--- src/rtl/ccpu_pkg.sv ---
// package for the capture/compare/pwm unit: offsets, reset values,
// field positions, mode codes and the structs that join the two modules.
// assumes one 250 MHz clock and an 8-bit register port.
`default_nettype none
package ccpu_pkg;
	// register offsets, plain 8-bit register port
	localparam logic [7:0] OFF_PERIPHERAL_IRQ_FLAGS_ONE      = 8'h0C;
	localparam logic [7:0] OFF_FLAGS_TWO = 8'h0D;
	localparam logic [7:0] OFF_TIMER_TWO_COUNT      = 8'h11;
	localparam logic [7:0] OFF_TIMER_TWO_CONTROL     = 8'h12;
	localparam logic [7:0] OFF_PERIPHERAL_IRQ_ENABLES_ONE      = 8'h8C;
	localparam logic [7:0] OFF_PR2       = 8'h92;
	localparam logic [7:0] OFF_CH_LO [2] = '{8'h15, 8'h1B};
	localparam logic [7:0] OFF_CH_HI [2] = '{8'h16, 8'h1C};
	localparam logic [7:0] OFF_CH_CON[2] = '{8'h17, 8'h1D};
	// reset values
	localparam logic [7:0] RST_PERIPHERAL_IRQ_FLAGS_ONE  = 8'h00;
	localparam logic [7:0] RST_PERIPHERAL_IRQ_ENABLES_ONE  = 8'h00;
	localparam logic [7:0] RST_TIMER_TWO_COUNT  = 8'h00;
	localparam logic [6:0] RST_TIMER_TWO_CONTROL = 7'h00;
	localparam logic [7:0] RST_PR2   = 8'hFF;
	localparam logic [5:0] RST_CON   = 6'h00;
	// field positions
	localparam int PERIPHERAL_IRQ_FLAGS_ONE_CH1_BIT   = 2;
	localparam int PERIPHERAL_IRQ_FLAGS_ONE_T2_BIT    = 1;
	localparam int TIMER_TWO_CONTROL_ON_BIT   = 2;
	localparam int TIMER_TWO_CONTROL_POST_LSB = 3;
	localparam int CON_DUTY_LSB   = 4;
	// timer two prescale terminal counts (1:1, 1:4, 1:16)
	localparam logic [3:0] PRE_TERM_1  = 4'h0;
	localparam logic [3:0] PRE_TERM_4  = 4'h3;
	localparam logic [3:0] PRE_TERM_16 = 4'hF;
	localparam logic [1:0] PHASE_LAST  = 2'h3;
	// channel mode codes
	localparam logic [3:0] MODE_CAP_FALL = 4'h4;
	localparam logic [3:0] MODE_CAP_4TH  = 4'h6;
	localparam logic [3:0] MODE_CAP_16TH = 4'h7;
	localparam logic [3:0] MODE_CMP_SET  = 4'h8;
	localparam logic [3:0] MODE_CMP_CLR  = 4'h9;
	localparam logic [3:0] MODE_CMP_SPEV = 4'hB;
	// capture prescale terminal counts
	localparam logic [3:0] CAP_TERM_4  = 4'h3;
	localparam logic [3:0] CAP_TERM_16 = 4'hF;
	// channel operating kind, one-hot
	typedef enum logic [3:0] {
		KIND_OFF  = 4'b0001,
		KIND_CAPT = 4'b0010,
		KIND_CMP  = 4'b0100,
		KIND_PWM  = 4'b1000
	} ccpu_kind_t;
	// shared time base handed to each channel
	typedef struct packed {
		logic [15:0] t1;       // timer one count
		logic [9:0]  t2x;      // timer two count with two low phase or prescaler bits
		logic        restart;  // period end pulse
	} ccpu_tbase_t;
	// register writes aimed at one channel
	typedef struct packed {
		logic       we_lo;
		logic       we_hi;
		logic       we_con;
		logic [7:0] data;
	} ccpu_chwr_t;
	// channel events, one-cycle pulses
	typedef struct packed {
		logic flag;  // capture or compare event
		logic spev;  // special event trigger
	} ccpu_chev_t;
	// mode field to operating kind
	function automatic ccpu_kind_t ccpu_kind(input logic [3:0] mode);
		case (mode[3:2])
			2'b01:   ccpu_kind = KIND_CAPT;
			2'b10:   ccpu_kind = KIND_CMP;
			2'b11:   ccpu_kind = KIND_PWM;
			default: ccpu_kind = KIND_OFF;
		endcase
	endfunction : ccpu_kind
endpackage : ccpu_pkg
`default_nettype wire

--- src/rtl/ccpu_channel.sv ---
// one capture/compare/pwm channel: value pair, control, pin logic.
// assumes the pin level is asynchronous and the time base is shared from the unit.
`default_nettype none
module ccpu_channel
	import ccpu_pkg::*;
(
	// clock and reset
	input  wire logic        mclk_i,
	input  wire logic        rst_n_i,
	// register side
	input  wire ccpu_chwr_t  wr_i,
	output logic [7:0]       value_low_o,
	output logic [7:0]       value_high_o,
	output logic [5:0]       control_o,
	// time base and pin
	input  wire ccpu_tbase_t tb_i,
	input  wire logic        pin_i,
	output logic             pin_o,
	output ccpu_chev_t       ev_o
);
	// all channel state
	typedef struct packed {
		logic [2:0] sync;   // pin synchroniser
		logic       lvl;    // accepted pin level
		logic [3:0] pre;    // capture edge counter
		logic [7:0] lo;     // value low byte
		logic [7:0] hi;     // value high byte
		logic [5:0] con;    // duty low bits and mode field
		logic [1:0] dlat;   // latched duty low bits
		logic       out;    // output latch
		logic       match;  // compare equal last cycle
		ccpu_chev_t ev;     // event pulses
	} ccpu_chst_t;
	localparam ccpu_chst_t CH_RST = '{con: RST_CON, default: '0};
	ccpu_chst_t q, d;
	ccpu_kind_t kind;       // decoded mode
	logic       edge_hit;   // qualifying pin edge
	logic       capt;       // capture now
	logic [3:0] term;       // edge count terminal

	// next state of the channel
	always_comb begin
		d = q;
		d.ev = '0;
		kind = ccpu_kind(q.con[3:0]);
		d.sync = {q.sync[1:0], pin_i};
		if (q.sync[2] == q.sync[1]) begin
			d.lvl = q.sync[2];
		end
		// pad level, so port writes count
		edge_hit = (q.sync[2] == q.sync[1]) && (q.sync[2] != q.lvl)
			&& ((q.con[3:0] == MODE_CAP_FALL) ? !q.sync[2] : q.sync[2]);
		term = (q.con[3:0] == MODE_CAP_4TH) ? CAP_TERM_4 : CAP_TERM_16;
		capt = 1'b0;
		if (wr_i.we_con) begin
			d.con = wr_i.data[5:0];
		end
		if (wr_i.we_lo) begin
			d.lo = wr_i.data;
		end
		if (wr_i.we_hi && kind != KIND_PWM) begin
			d.hi = wr_i.data;
		end
		case (kind)
			KIND_CAPT: begin
				if (edge_hit) begin
					if (q.con[3:1] == MODE_CAP_4TH[3:1]) begin
						d.pre = (q.pre == term) ? 4'h0 : q.pre + 4'h1;
						capt = (q.pre == term);
					end else begin
						capt = 1'b1;
					end
				end
				if (capt) begin
					{d.hi, d.lo} = tb_i.t1;
					d.ev.flag = 1'b1;
				end
				d.match = 1'b0;
			end
			KIND_CMP: begin
				d.pre = 4'h0;
				d.match = (tb_i.t1 == {q.hi, q.lo});
				if (d.match && !q.match) begin
					d.ev.flag = 1'b1;
					if (q.con[3:0] == MODE_CMP_SET) begin
						d.out = 1'b1;
					end else if (q.con[3:0] == MODE_CMP_CLR) begin
						d.out = 1'b0;
					end else if (q.con[3:0] == MODE_CMP_SPEV) begin
						d.ev.spev = 1'b1;
					end
				end
			end
			KIND_PWM: begin
				d.pre = 4'h0;
				d.match = 1'b0;
				if (tb_i.restart) begin
					// duty from low byte plus two bits
					d.out = ({q.lo, q.con[5:4]} != 10'h000);
					d.hi = q.lo;
					d.dlat = q.con[5:4];
				end else if ({q.hi, q.dlat} == tb_i.t2x) begin
					d.out = 1'b0;
				end
			end
			default: begin
				d.pre = 4'h0;
				d.out = 1'b0;
				d.match = 1'b0;
			end
		endcase
	end

	// state register
	always_ff @(posedge mclk_i) begin
		if (!rst_n_i) begin
			q <= CH_RST;
		end else begin
			q <= d;
		end
	end

	assign value_low_o  = q.lo;
	assign value_high_o = q.hi;
	assign control_o    = q.con;
	assign pin_o        = q.out;
	assign ev_o         = q.ev;
endmodule : ccpu_channel
`default_nettype wire

--- src/rtl/ccpu_unit.sv ---
// capture/compare/pwm unit top: register port, timer two time base,
// interrupt flag bytes and two channels.
// assumes timer one lives outside and honours the reset pulse; the
// converter start pulse goes to an outside converter.
//
// Behaviour
// - value held as low and high bytes
// - channel two same, except trigger action
// - capture/compare use timer one, pwm timer two
// - both pwm channels share timer two period
// - control bits seven and six read zero
// - pwm duty low bits from control
// - mode zero disables and resets channel
// - capture falling, rising, 4th, 16th rising
// - compare sets or clears pin, flags
// - software interrupt mode flags, pin untouched
// - trigger resets timer one; channel two's also starts converter
// - modes 11xx select pwm
// - capture copies timer one value
// - capture sets flag, software clears
// - new capture overwrites old value
// - pin writes may cause capture
// - reset clears timer two, period all ones
// - trigger never sets timer one flag
// - period end clears, sets pin unless duty is zero, latches
// - pin clears on ten-bit duty match
`default_nettype none
module ccpu_unit
	import ccpu_pkg::*;
(
	// clock and reset
	input  wire logic        mclk_i,
	input  wire logic        rst_n_i,
	// register port
	input  wire logic [7:0]  addr_i,
	input  wire logic [7:0]  wdata_i,
	input  wire logic        wr_i,
	input  wire logic        rd_i,
	output logic      [7:0]  rdata_o,
	// timer one and converter
	input  wire logic [15:0] timer_one_count_i,
	input  wire logic        ad_enable_i,
	output logic             timer_one_reset_o,
	output logic             ad_start_o,
	// channel pins
	input  wire logic [1:0]  channel_pin_i,
	output logic      [1:0]  channel_pin_o
);
	// address match, used for every register
	function automatic logic hit(input logic [7:0] a, input logic [7:0] off);
		hit = (a == off);
	endfunction : hit

	// all state of the top
	typedef struct packed {
		logic [7:0] peripheral_irq_flags_one;     // peripheral flag byte
		logic [7:0] peripheral_irq_enables_one;     // peripheral enable byte
		logic       flag2;    // channel two flag
		logic [7:0] timer_two_count;     // timer two count
		logic [6:0] timer_two_control;    // timer two control
		logic [7:0] pr2;      // timer two period
		logic [1:0] phase;    // instruction phase
		logic [3:0] pre;      // timer two prescaler
		logic [3:0] post;     // timer two postscaler
		logic [7:0] rdata;    // read data
		logic       t1rst;    // timer one reset pulse
		logic       adst;     // converter start pulse
	} ccpu_top_t;

	localparam ccpu_top_t TOP_RST = '{
		peripheral_irq_flags_one:  RST_PERIPHERAL_IRQ_FLAGS_ONE,
		peripheral_irq_enables_one:  RST_PERIPHERAL_IRQ_ENABLES_ONE,
		flag2: 1'b0,
		timer_two_count:  RST_TIMER_TWO_COUNT,
		timer_two_control: RST_TIMER_TWO_CONTROL,
		pr2:   RST_PR2,
		phase: 2'h0,
		pre:   4'h0,
		post:  4'h0,
		rdata: 8'h00,
		t1rst: 1'b0,
		adst:  1'b0
	};

	ccpu_top_t   q, d;          // top state and next value
	ccpu_tbase_t tb;            // shared time base
	ccpu_chwr_t  chwr [2];      // writes per channel
	ccpu_chev_t  chev [2];      // events per channel
	logic [7:0]  ch_lo  [2];    // channel low bytes
	logic [7:0]  ch_hi  [2];    // channel high bytes
	logic [5:0]  ch_con [2];    // channel control fields
	logic [1:0]  ch_pin;        // channel output latches
	logic        t2_on;         // timer two running
	logic [3:0]  pre_term;      // prescale terminal count
	logic [1:0]  t2_ext;        // two low bits below timer two
	logic        t2_tick;       // timer two increment
	logic [7:0]  rd_val;        // selected read value

	// timer two prescale decode and extension bits
	always_comb begin
		t2_on = q.timer_two_control[TIMER_TWO_CONTROL_ON_BIT];
		case (q.timer_two_control[1:0])
			2'b00: begin
				// 1:1, the phase bits extend the count
				pre_term = PRE_TERM_1;
				t2_ext   = q.phase;
			end
			2'b01: begin
				// 1:4, low prescaler bits extend
				pre_term = PRE_TERM_4;
				t2_ext   = q.pre[1:0];
			end
			default: begin
				// 1:16, high prescaler bits extend
				pre_term = PRE_TERM_16;
				t2_ext   = q.pre[3:2];
			end
		endcase
		t2_tick = t2_on && (q.phase == PHASE_LAST) && (q.pre == pre_term);
	end

	// time base shared by both channels
	always_comb begin
		tb.t1 = timer_one_count_i;
		tb.t2x = {q.timer_two_count, t2_ext};
		tb.restart = t2_tick && (q.timer_two_count == q.pr2);
	end

	// per-channel write decode
	always_comb begin
		for (int i = 0; i < 2; i++) begin
			chwr[i].we_lo  = wr_i && hit(addr_i, OFF_CH_LO[i]);
			chwr[i].we_hi  = wr_i && hit(addr_i, OFF_CH_HI[i]);
			chwr[i].we_con = wr_i && hit(addr_i, OFF_CH_CON[i]);
			chwr[i].data   = wdata_i;
		end
	end

	// two identical channels
	generate
		for (genvar g = 0; g < 2; g++) begin : g_chan
			ccpu_channel u_chan (
				.mclk_i       (mclk_i),
				.rst_n_i      (rst_n_i),
				.wr_i         (chwr[g]),
				.value_low_o  (ch_lo[g]),
				.value_high_o (ch_hi[g]),
				.control_o    (ch_con[g]),
				.tb_i         (tb),
				.pin_i        (channel_pin_i[g]),
				.pin_o        (ch_pin[g]),
				.ev_o         (chev[g])
			);
		end
	endgenerate

	// read multiplexer, unmapped reads zero
	always_comb begin
		rd_val = 8'h00;
		if (hit(addr_i, OFF_PERIPHERAL_IRQ_FLAGS_ONE)) begin
			rd_val = q.peripheral_irq_flags_one;
		end else if (hit(addr_i, OFF_FLAGS_TWO)) begin
			rd_val = {7'h00, q.flag2};
		end else if (hit(addr_i, OFF_PERIPHERAL_IRQ_ENABLES_ONE)) begin
			rd_val = q.peripheral_irq_enables_one;
		end else if (hit(addr_i, OFF_TIMER_TWO_COUNT)) begin
			rd_val = q.timer_two_count;
		end else if (hit(addr_i, OFF_TIMER_TWO_CONTROL)) begin
			// top bit unimplemented
			rd_val = {1'b0, q.timer_two_control};
		end else if (hit(addr_i, OFF_PR2)) begin
			rd_val = q.pr2;
		end else begin
			for (int i = 0; i < 2; i++) begin
				if (hit(addr_i, OFF_CH_LO[i])) begin
					rd_val = ch_lo[i];
				end
				if (hit(addr_i, OFF_CH_HI[i])) begin
					rd_val = ch_hi[i];
				end
				if (hit(addr_i, OFF_CH_CON[i])) begin
					rd_val = {2'b00, ch_con[i]};
				end
			end
		end
	end

	// next state of the top
	always_comb begin
		d = q;
		// read data valid only the cycle after the strobe
		d.rdata = rd_i ? rd_val : 8'h00;

		// phase runs while timer two is on
		if (t2_on) begin
			d.phase = q.phase + 2'h1;
			if (q.phase == PHASE_LAST) begin
				d.pre = (q.pre == pre_term) ? 4'h0 : q.pre + 4'h1;
			end
		end

		// timer two count and period end
		if (t2_tick) begin
			if (q.timer_two_count == q.pr2) begin
				// clear on the increment after match
				d.timer_two_count = 8'h00;
				// postscaled period ends set the timer two flag
				if (q.post == q.timer_two_control[6:TIMER_TWO_CONTROL_POST_LSB]) begin
					d.post = 4'h0;
				end else begin
					d.post = q.post + 4'h1;
				end
			end else begin
				d.timer_two_count = q.timer_two_count + 8'h01;
			end
		end

		// software writes win over counting
		if (wr_i && hit(addr_i, OFF_TIMER_TWO_COUNT)) begin
			d.timer_two_count = wdata_i;
			d.pre  = 4'h0;
			d.post = 4'h0;
		end
		if (wr_i && hit(addr_i, OFF_TIMER_TWO_CONTROL)) begin
			// count kept, scalers cleared
			d.timer_two_control = wdata_i[6:0];
			d.pre   = 4'h0;
			d.post  = 4'h0;
		end
		if (wr_i && hit(addr_i, OFF_PR2)) begin
			d.pr2 = wdata_i;
		end
		if (wr_i && hit(addr_i, OFF_PERIPHERAL_IRQ_ENABLES_ONE)) begin
			d.peripheral_irq_enables_one = wdata_i;
		end

		// flags cleared only by software writes
		if (wr_i && hit(addr_i, OFF_PERIPHERAL_IRQ_FLAGS_ONE)) begin
			d.peripheral_irq_flags_one = wdata_i;
		end
		if (wr_i && hit(addr_i, OFF_FLAGS_TWO)) begin
			d.flag2 = wdata_i[0];
		end
		if (chev[0].flag) begin
			d.peripheral_irq_flags_one[PERIPHERAL_IRQ_FLAGS_ONE_CH1_BIT] = 1'b1;
		end
		if (chev[1].flag) begin
			d.flag2 = 1'b1;
		end
		if (t2_tick && (q.timer_two_count == q.pr2) && (q.post == q.timer_two_control[6:TIMER_TWO_CONTROL_POST_LSB])) begin
			d.peripheral_irq_flags_one[PERIPHERAL_IRQ_FLAGS_ONE_T2_BIT] = 1'b1;
		end

		// timer one flag bit left alone
		d.t1rst = chev[0].spev || chev[1].spev;
		// only channel two starts the converter
		d.adst = chev[1].spev && ad_enable_i;
	end

	always_ff @(posedge mclk_i) begin
		if (!rst_n_i) begin
			q <= TOP_RST;
		end else begin
			q <= d;
		end
	end

	// outputs straight from flip-flops
	assign rdata_o           = q.rdata;
	assign timer_one_reset_o = q.t1rst;
	assign ad_start_o        = q.adst;
	assign channel_pin_o     = ch_pin;
endmodule : ccpu_unit
`default_nettype wire

--- config.mk ---
export PLATFORM = sky130hd
export DESIGN_NAME = ccpu_unit
export DESIGN_NICKNAME = d
export VERILOG_FILES = /design/src/rtl/ccpu_pkg.sv /design/src/rtl/ccpu_channel.sv /design/src/rtl/ccpu_unit.sv
export SDC_FILE = /design/constraint.sdc
export NUM_CORES = 1
export LEC_CHECK = 0
export BUFFER_PORTS_ARGS = -buffer_cell sky130_fd_sc_hd__buf_2
export CAP_MARGIN = 10
export CORE_UTILIZATION = 35
export DETAILED_ROUTE_END_ITERATION = 8
export PLACE_DENSITY = 0.53
export SLEW_MARGIN = 20
export SYNTH_ARGS = -nofsm -noshare
export SYNTH_HDL_FRONTEND = slang
export SYNTH_HIERARCHICAL = 1
export SYNTH_SLANG_ARGS = --single-unit
export TNS_END_PERCENT = 20
--- constraint.sdc ---
create_clock -name mclk_i -period 2.85 [get_ports mclk_i]
set_input_delay 0.1425 -clock mclk_i [delete_from_list [all_inputs] [get_ports mclk_i]]
set_output_delay 0.1425 -clock mclk_i [all_outputs]
set_load 0.005 [all_outputs]
* Word-level counts from Yosys, hierarchy flattened
Index checks and enable logic that the tools add are counted.
Storage, ports and cells: output and inout bits 12, word-level logic and storage cells 235, register bits 132, input bits 39
Cells by class: reduce and logical (&&, ||, !) cells 53, add/sub/neg operators 6, eq/ne operators 59, bitwise operators 7, mux-type cells 74
Operators with widths (count):
- 8-bit two-way mux | 23
- 8-bit by 5-bit equality test with 1-bit output, second input constant | 8
- 16-bit equality test | 2
- 4-bit equality test, second input constant | 8
- 16-bit two-way mux | 2
- 8-bit case mux with 2 select lines | 2
- 1-bit two-way mux | 30
- 1-bit logical AND | 25
- 4-bit by 3-bit equality test with 1-bit output, second input constant | 6
- 4-bit two-way mux | 6
- 4-bit case mux with 3 select lines | 2
- 2-bit AND reduction | 11
- 10-bit equality test | 2
- 10-bit nonzero test | 2
- 4-bit by 1-bit adder with 4-bit output, second input constant | 4
- 4-bit equality test | 4
- 8-bit by 4-bit equality test with 1-bit output, second input constant | 2
- 8-bit equality test, second input constant | 2
- 2-bit equality test, second input constant | 5
- 5-bit OR reduction | 2
- 3-bit by 1-bit inequality test with 1-bit output, second input constant | 3
- 8-bit by 1-bit adder with 8-bit output, second input constant | 1
- 4-bit by 2-bit equality test with 1-bit output, second input constant | 2
- 8-bit equality test | 1
- 21 further kinds | 44

* Longest topological paths before layout
Gate-level depths: netlist of the first run.
depth in word-level cells 13, gate-level depth with buffers 9

* Modules after synthesis
The synthesis of the first run kept the hierarchy.
By module, submodules not included:
- ccpu_channel | times used 2, cells an instance 248, seq. area each 720.7 sq um, area each 2279.7 sq um
- ccpu_unit | times used 1, cells an instance 473, seq. area each 1201.2 sq um, area each 3678.5 sq um

* Worst setup path after synthesis of the first run
Ideal clock, no wire load.
path kind register to register, start register, netlist name q[18], end register g_chan[0].u_chan.q, in the netlist g_chan[0].u_chan/value_high_o[0], arrival time 2.230 ns, slack 0.488 ns, cell stages (with the launch flop) 10, setup time 0.132 ns, period minus slack after synthesis 2.362 ns, cell sequence dfxtp_1 > ha_1 > and2_1 > buf_2 > o221ai_1 > nor3_2 > nand2b_1 > o21ai_0 > o21ai_4 > o221ai_2
RTL lines:
- to (signal assigned) | line ccpu_channel.sv:117 | q <= CH_RST;
- to (signal assigned) | line ccpu_channel.sv:119 | q <= d;
- to (decl) | line ccpu_channel.sv:35 | ccpu_chst_t q, d;

==> results.json, run 1 <==
{
  "synth_area_leaders": "dfxtp_1 32%, mux2i_1 7.3%, buf_4 5.6%",
  "period_needed_ns": 2.412,
  "path_class": "flop to flop",
  "ys_async_sr_fraction_pct": 0,
  "drive_above_1_share_pct": 17.74,
  "n_antenna_cell": 0,
  "drtIter0Drc": 588,
  "nets": 1030,
  "grt_max_degree": 56,
  "cts_buffers": 17,
  "placed_cells": 1270,
  "grt_use_total_pct": 22.14,
  "critPathLaunchType": "flop",
  "outcome": "finished, final reports clean",
  "die_w_um": 155.4,
  "syn-instance-count": 969,
  "yosysTopAreaCellShare_pct": 32.08,
  "clk_latency_ns": 0.43,
  "syn2layout_area_growth_pct": 12.15,
  "p_per_area_nw_per_um2": 491.8,
  "antenna_found_initial": 1,
  "clock-sinks": 132,
  "clock.fmax_ghz": 0.4147,
  "gp_congestion": 0.9818,
  "worstMarginPinSlew_ns": 0.7511,
  "yosys.area.top_type": "dfxtp_1",
  "wl_per_cell_um": 19.85,
  "die_h_um": 155.4,
  "first_pass_iters": 5,
  "start_util_pct": 36.06,
  "grt_overflow_total": 0,
  "finalMaxSlewViolations": 0,
  "synth_area_per_cell_um2": 8.501,
  "yosys.cell_types.count": 74,
  "leakage_nw": 3.584,
  "synthTopCellsByCount": "132 x dfxtp_1, 107 x nand2_1, 61 x buf_4",
  "setup_viol": 0,
  "yosys_warnings": 6,
  "htreeDepth": 4,
  "cts_tree": "yes",
  "dieArea_um2": 24150,
  "viasPerCell": 5.434,
  "ant_nets": 0,
  "core_area_um2": 22850,
  "ir_drop_uv": 421.8,
  "num_vias": 7091,
  "min_period_over_period_pct": 84.62,
  "syn_nets": 1020,
  "grt_pass1_vias": 6807,
  "synth_edf_count": 0,
  "io_buffer_count": 50,
  "synth-seq-cells": 132,
  "ys.flop_type": "dfxtp_1",
  "finalHoldViolCount": 0,
  "worstHoldPathType": "primary input to flop",
  "cts_root_buf": "clkbuf_16",
  "multiInputGateArea_um2": 4896,
  "layout.cells.non_filler": 1305,
  "dp_hpwl_um": 18420,
  "cp.arrival_ns": 2.70,
  "clk_pin_slew_ns": 0.06,
  "rows": 55,
  "end_kind": "flop",
  "cts_buffer_depth": 2,
  "tns_ns": 0,
  "slew_headroom_pct": 48.63,
  "max_cap_violations": 0,
  "path_max_fanout": 15,
  "nFillCells": 2379,
  "yosysMostFrequentCell": "dfxtp_1",
  "syn_area_um2": 8238,
  "fin_skew_ns": 0.008776,
  "grt_pass1_wl_um": 39980,
  "cp_data_required_time_ns": 3.13,
  "drt-total-wl_um": 25900,
  "layout.area.seq_um2": 2643,
  "drc_errors": 0,
  "rsz0062_at_grt": "no",
  "yosysSeqAreaShare_pct": 32.08,
  "io_pins": 51
}
==> where the power goes <==
part | switching [mW] | internal [mW]
sequential | 0.00561 | 1.85
combinational | 0.197 | 0.0952
clock | 0.883 | 1.51
==> stage by stage <==
stage / area (µm²) / worst slack [ns] / power [mW] / hold WS (ns) / util, %
finish: 9239 / 0.4383 / 4.544 / 0.06262 / 40.44
global route: 9239 / 0.2435 / 4.685 / 0.07195 / 40.44
CTS: 9239 / 0.4213 / 4.581 / 0.04420 / 40.44
detailed placement: 8573 / 0.4361 / 2.183 / 0.3608 / 37.52
global placement: 8573 / 0.4508 / 2.184 / 0.3549 / 37.52
floorplan: 8238 / 0.4880 / 2.042 / 0.2665 / -
==> layer usage <==
metal / vias up / global-route usage, % / routed length (µm)
met3: 52 / 4.513 / 1605
li1: 3409 / - / -
met4: 2 / 8.824 / 823
met2: 262 / 33.89 / 11330
met1: 3366 / 30.29 / 12130
met5: - / 0 / 15
==> cells by family (layout without fill, tap and decap cells) <==
logic type / count (synthesis) / after routing / share of synthesized area (%)
AOI/OAI and AO/OA: 186 / 186 / 16.51
xor gates and xnor gates: 71 / 71 / 7.549
and+or+nand+nor: 361 / 361 / 23.12
muxes: 82 / 82 / 10.30
buffers and inverters: 125 / 148 / 8.627
DFF: 132 / 132 / 32.08
adders and majority gates: 12 / 12 / 1.823
==> flip-flops by register name (all words and copies together) (netlist names), 2 cells and up <==
register and count:
q 50, g_chan.u_chan/pin_o 2, g_chan.u_chan/d 4, rdata_o 8, g_chan.u_chan/ev_o 4, g_chan.u_chan/control_o 12
g_chan.u_chan/value_high_o 16, g_chan.u_chan/q 18, g_chan.u_chan/value_low_o 16
==> cell usage in the layout, fill, tap and decap left out, drive strengths merged, types with 22 or more instances in the layout <==
cell type / n
a21boi: 28
o21ai: 48
nand2: 108
xor2: 44
buf: 85
xnor2: 27
mux2: 22
nor2b: 35
inv: 28
dfxtp: 132
nor2: 55
nand3: 46
mux2i: 60
a21oi: 31
==> path summary, 6_finish.rpt <==
path	startpoint	end	slack (ns)	cells past startpoint
worst min register to register	g_chan[0].u_chan/d[34]	g_chan[0].u_chan/d[35]	0.43	1
worst min-delay path	timer_one_count_i[5]	g_chan[0].u_chan/value_low_o[5]	0.06	3
worst max-delay path	q[18]	g_chan[0].u_chan/value_high_o[1]	0.44	9
worst max register to register	q[18]	g_chan[0].u_chan/value_high_o[1]	0.44	9
==> critical path: stages, from the launching register on <==
cell      delay (ns)
dfxtp_1         0.36
ha_1            0.17
and2_1          0.23
o221ai_1        0.19
nor3_2          0.31
buf_12          0.19
nand2b_1        0.12
o21ai_0         0.16
o21ai_4         0.40
o221ai_2        0.14
==> repair_timing <==
action | CTS | global route
gates resized for setup | 0 | 0
endpoints found under the hold margin | 3 | 0
buffers inserted | 0 | 0
hold buffers | 3 | 0
setup endpoints to repair | 0 | 0
==> area by class of cell <==
class / count / share of cell area [%]
well taps: 313 / 4.239
repair buffers: 88 / 6.148
clock inverters: 12 / 1.937
clock buffers: 20 / 4.943
inverters: 28 / 1.138
flip-flops and latches: 132 / 28.60
multi-input cells: 712 / 52.99
Note: power is estimated with default switching activity, not from simulation.
==> run 2: changes to the inputs <==
--- a/config.mk
+++ b/config.mk
@@ -5,6 +5,7 @@
 export SDC_FILE = /design/constraint.sdc
 export NUM_CORES = 1
 export LEC_CHECK = 0
+export ABC_AREA = 1
 export BUFFER_PORTS_ARGS = -buffer_cell sky130_fd_sc_hd__buf_2
 export CAP_MARGIN = 10
 export CORE_UTILIZATION = 35
==> constraint.sdc (replaced) <==
create_clock -name mclk_i -period 2.35 [get_ports mclk_i]
set_input_delay 0.1175 -clock mclk_i [delete_from_list [all_inputs] [get_ports mclk_i]]
set_output_delay 0.1175 -clock mclk_i [all_outputs]
set_load 0.005 [all_outputs]
==> run 2 against run 1 <==
Net effect:
- die area is 4.8% higher
- critical path depth stayed put
- count of clock-buffer cells in the layout is 3 lower
==> results.json, run 2 <==
{
  "outcome": "finished, final reports clean",
  "fin_skew_ns": 0.01157,
  "cts_buffer_depth": 2,
  "num_vias": 8520,
  "io_pins": 51,
  "cp.arrival_ns": 2.41,
  "drt-total-wl_um": 28620,
  "synth_edf_count": 0,
  "syn_nets": 1403,
  "cts_tree": "yes",
  "reg_top3": "q (50), g_chan.u_chan/q (18)",
  "cts_buffers": 17,
  "htreeDepth": 4,
  "yosysMostFrequentCell": "nand2_1",
  "synth_area_leaders": "dfxtp_1 31%, nand2_1 15%, inv_1 8.0%",
  "clock-sinks": 132,
  "clk_latency_ns": 0.43,
  "ant_nets": 0,
  "syn-instance-count": 1352,
  "cts_setup_buffers": 0,
  "antenna_found_initial": 0,
  "drc_errors": 0,
  "yosys.cell_types.count": 46,
  "period_needed_ns": 2.059,
  "grt_use_total_pct": 22.93,
  "cts_root_buf": "clkbuf_16",
  "grt_pass1_wl_um": 44360,
  "n_antenna_cell": 0,
  "nFillCells": 2665,
  "worstMarginPinSlew_ns": 0.6266,
  "yosys_warnings": 6,
  "layout_commonest_cell": "nand2_1",
  "dp_hpwl_um": 20950,
  "whs_ns": 0.01385,
  "clock.fmax_ghz": 0.4856,
  "core_area_um2": 24250,
  "rsz0062_at_grt": "no",
  "die_w_um": 159.1,
  "start_util_pct": 35.62,
  "min_period_over_period_pct": 87.63,
  "leakage_nw": 4.406,
  "rows": 57,
  "end_kind": "flop",
  "clk_pin_slew_ns": 0.07,
  "p_per_area_nw_per_um2": 546.4,
  "yosys.area.top_type": "dfxtp_1",
  "ir_drop_uv": 347.5,
  "wl_per_cell_um": 16.67,
  "viasPerCell": 4.962,
  "first_pass_iters": 5,
  "ys.flop_type": "dfxtp_1",
  "finalMaxSlewViolations": 0,
  "slew_headroom_pct": 58.18,
  "use_met3_pct": 4.428,
  "dieArea_um2": 25310,
  "io_buffer_count": 50,
  "path_class": "flop to flop",
  "syn_area_um2": 8638,
  "drtIter0Drc": 754,
  "grt_max_degree": 41,
  "busiest_layer": "met2",
  "synthTopCellsByCount": "347 x nand2_1, 184 x inv_1, 133 x nor2_1",
  "grt_overflow_total": 0,
  "layout_common_cells": "347 x nand2_1, 184 x inv_1, 133 x nor2_1",
  "gp_congestion": 0.8897,
  "finalHoldViolCount": 0,
  "critPathLaunchType": "flop",
  "synth_area_per_cell_um2": 6.389,
  "largest_reg_flops": 50,
  "max_cap_violations": 0,
  "yosysSeqAreaShare_pct": 30.59,
  "syn2layout_area_growth_pct": 11.88,
  "met2_usage_pct": 36.50,
  "tns_ns": 0,
  "yosysTopAreaCellShare_pct": 30.59,
  "drive_above_1_share_pct": 12.35,
  "grt_pass1_vias": 7933,
  "nets": 1431,
  "synth-seq-cells": 132,
  "setup_viol": 0,
  "use_met1_pct": 31.11,
  "path_max_fanout": 9,
  "ys_async_sr_fraction_pct": 0,
  "cp_data_required_time_ns": 2.70,
  "top_register": "q",
  "die_h_um": 159.1,
  "worstHoldPathType": "primary input to flop"
}
==> run 2: changes by cell type after synthesis, moves of 15 or more <==
cell,change
nand3_1,+35
mux2_2,-20
a21boi_0,-21
xnor2_1,-15
mux2i_1,-58
inv_1,+158
nand2_1,+240
xor2_1,-27
a21oi_1,+77
nor2_1,+81
o221ai_2,-16
nor2b_1,-35
o21ai_0,+73
==> run 2: layout make-up <==
type                       count  area, µm²  area share (%)
multi-input combinational    946       4736           49.00
sequential                   132       2643           27.34
clock inverter                15      163.9           1.696
tap                          324      405.4           4.195
timing repair buffer          89      555.5           5.748
inverter                     194      735.7           7.613
clock buffer                  17      425.4           4.402
==> run 2: final timing paths <==
path	start	end	slack, ns	depth (start not counted)
worst max-delay path	q[18]	g_chan[0].u_chan/value_high_o[5]	0.29	9
worst min-delay path	timer_one_count_i[6]	g_chan[1].u_chan/value_low_o[6]	0.01	3
worst max register to register	q[18]	g_chan[0].u_chan/value_high_o[5]	0.29	9
worst min register to register	g_chan[1].u_chan/d[34]	g_chan[1].u_chan/d[35]	0.41	2
==> run 2: metal layers <==
layer | vias to the layer above | part of all wire (%)
li1 | 4316 | -
met1 | 3889 | 47
met2 | 277 | 44
met3 | 38 | 6.0
met4 | 0 | 2.2
met5 | - | 0
==> run 2: critical path: stages, from the launching register on <==
cell,delay (ns)
dfxtp_1,0.38
ha_1,0.17
nand2_1,0.08
inv_1,0.15
nand3_1,0.19
nor2_4,0.28
nand2_1,0.26
inv_1,0.22
a21oi_1,0.10
a21oi_1,0.15
==> run 2: repair_timing <==
action | in CTS | in global routing
hold endpoints to repair | 6 | 0
gates resized for setup | 0 | 1
setup endpoints to repair | 0 | 11
hold buffers | 5 | 0
==> run 2: cells by family after synthesis <==
kind of cell | share of synthesized area [%]
AOI/OAI and AO/OA | 15.89
xor gates and xnor gates | 2.940
adders and majority gates | 1.738
buffers and inverters | 14.64
DFF | 30.59
muxes | 0.2318
and+or+nand+nor | 33.97
==> run 2: stage by stage <==
stage / instances / worst slack, ns / util, % / area (µm²) / total power [mW]
6_report: 1717 / 0.2907 / 39.86 / 9664 / 5.281
5_1_grt: 1717 / 0.06880 / 39.86 / 9664 / 5.459
4_1_cts: 1717 / 0.1608 / 39.83 / 9659 / 5.328
3_5_place_dp: 1680 / 0.1642 / 37.20 / 9020 / 2.603
3_3_place_gp: 1680 / 0.1043 / 37.20 / 9020 / 2.601
2_1_floorplan: 1352 / 0.5510 / - / 8638 / 2.446
==> run 2: where the power goes <==
group,switching (mW),internal [mW]
Clock,1.21,1.51
Combinational,0.226,0.0849
Sequential,0.00593,2.24
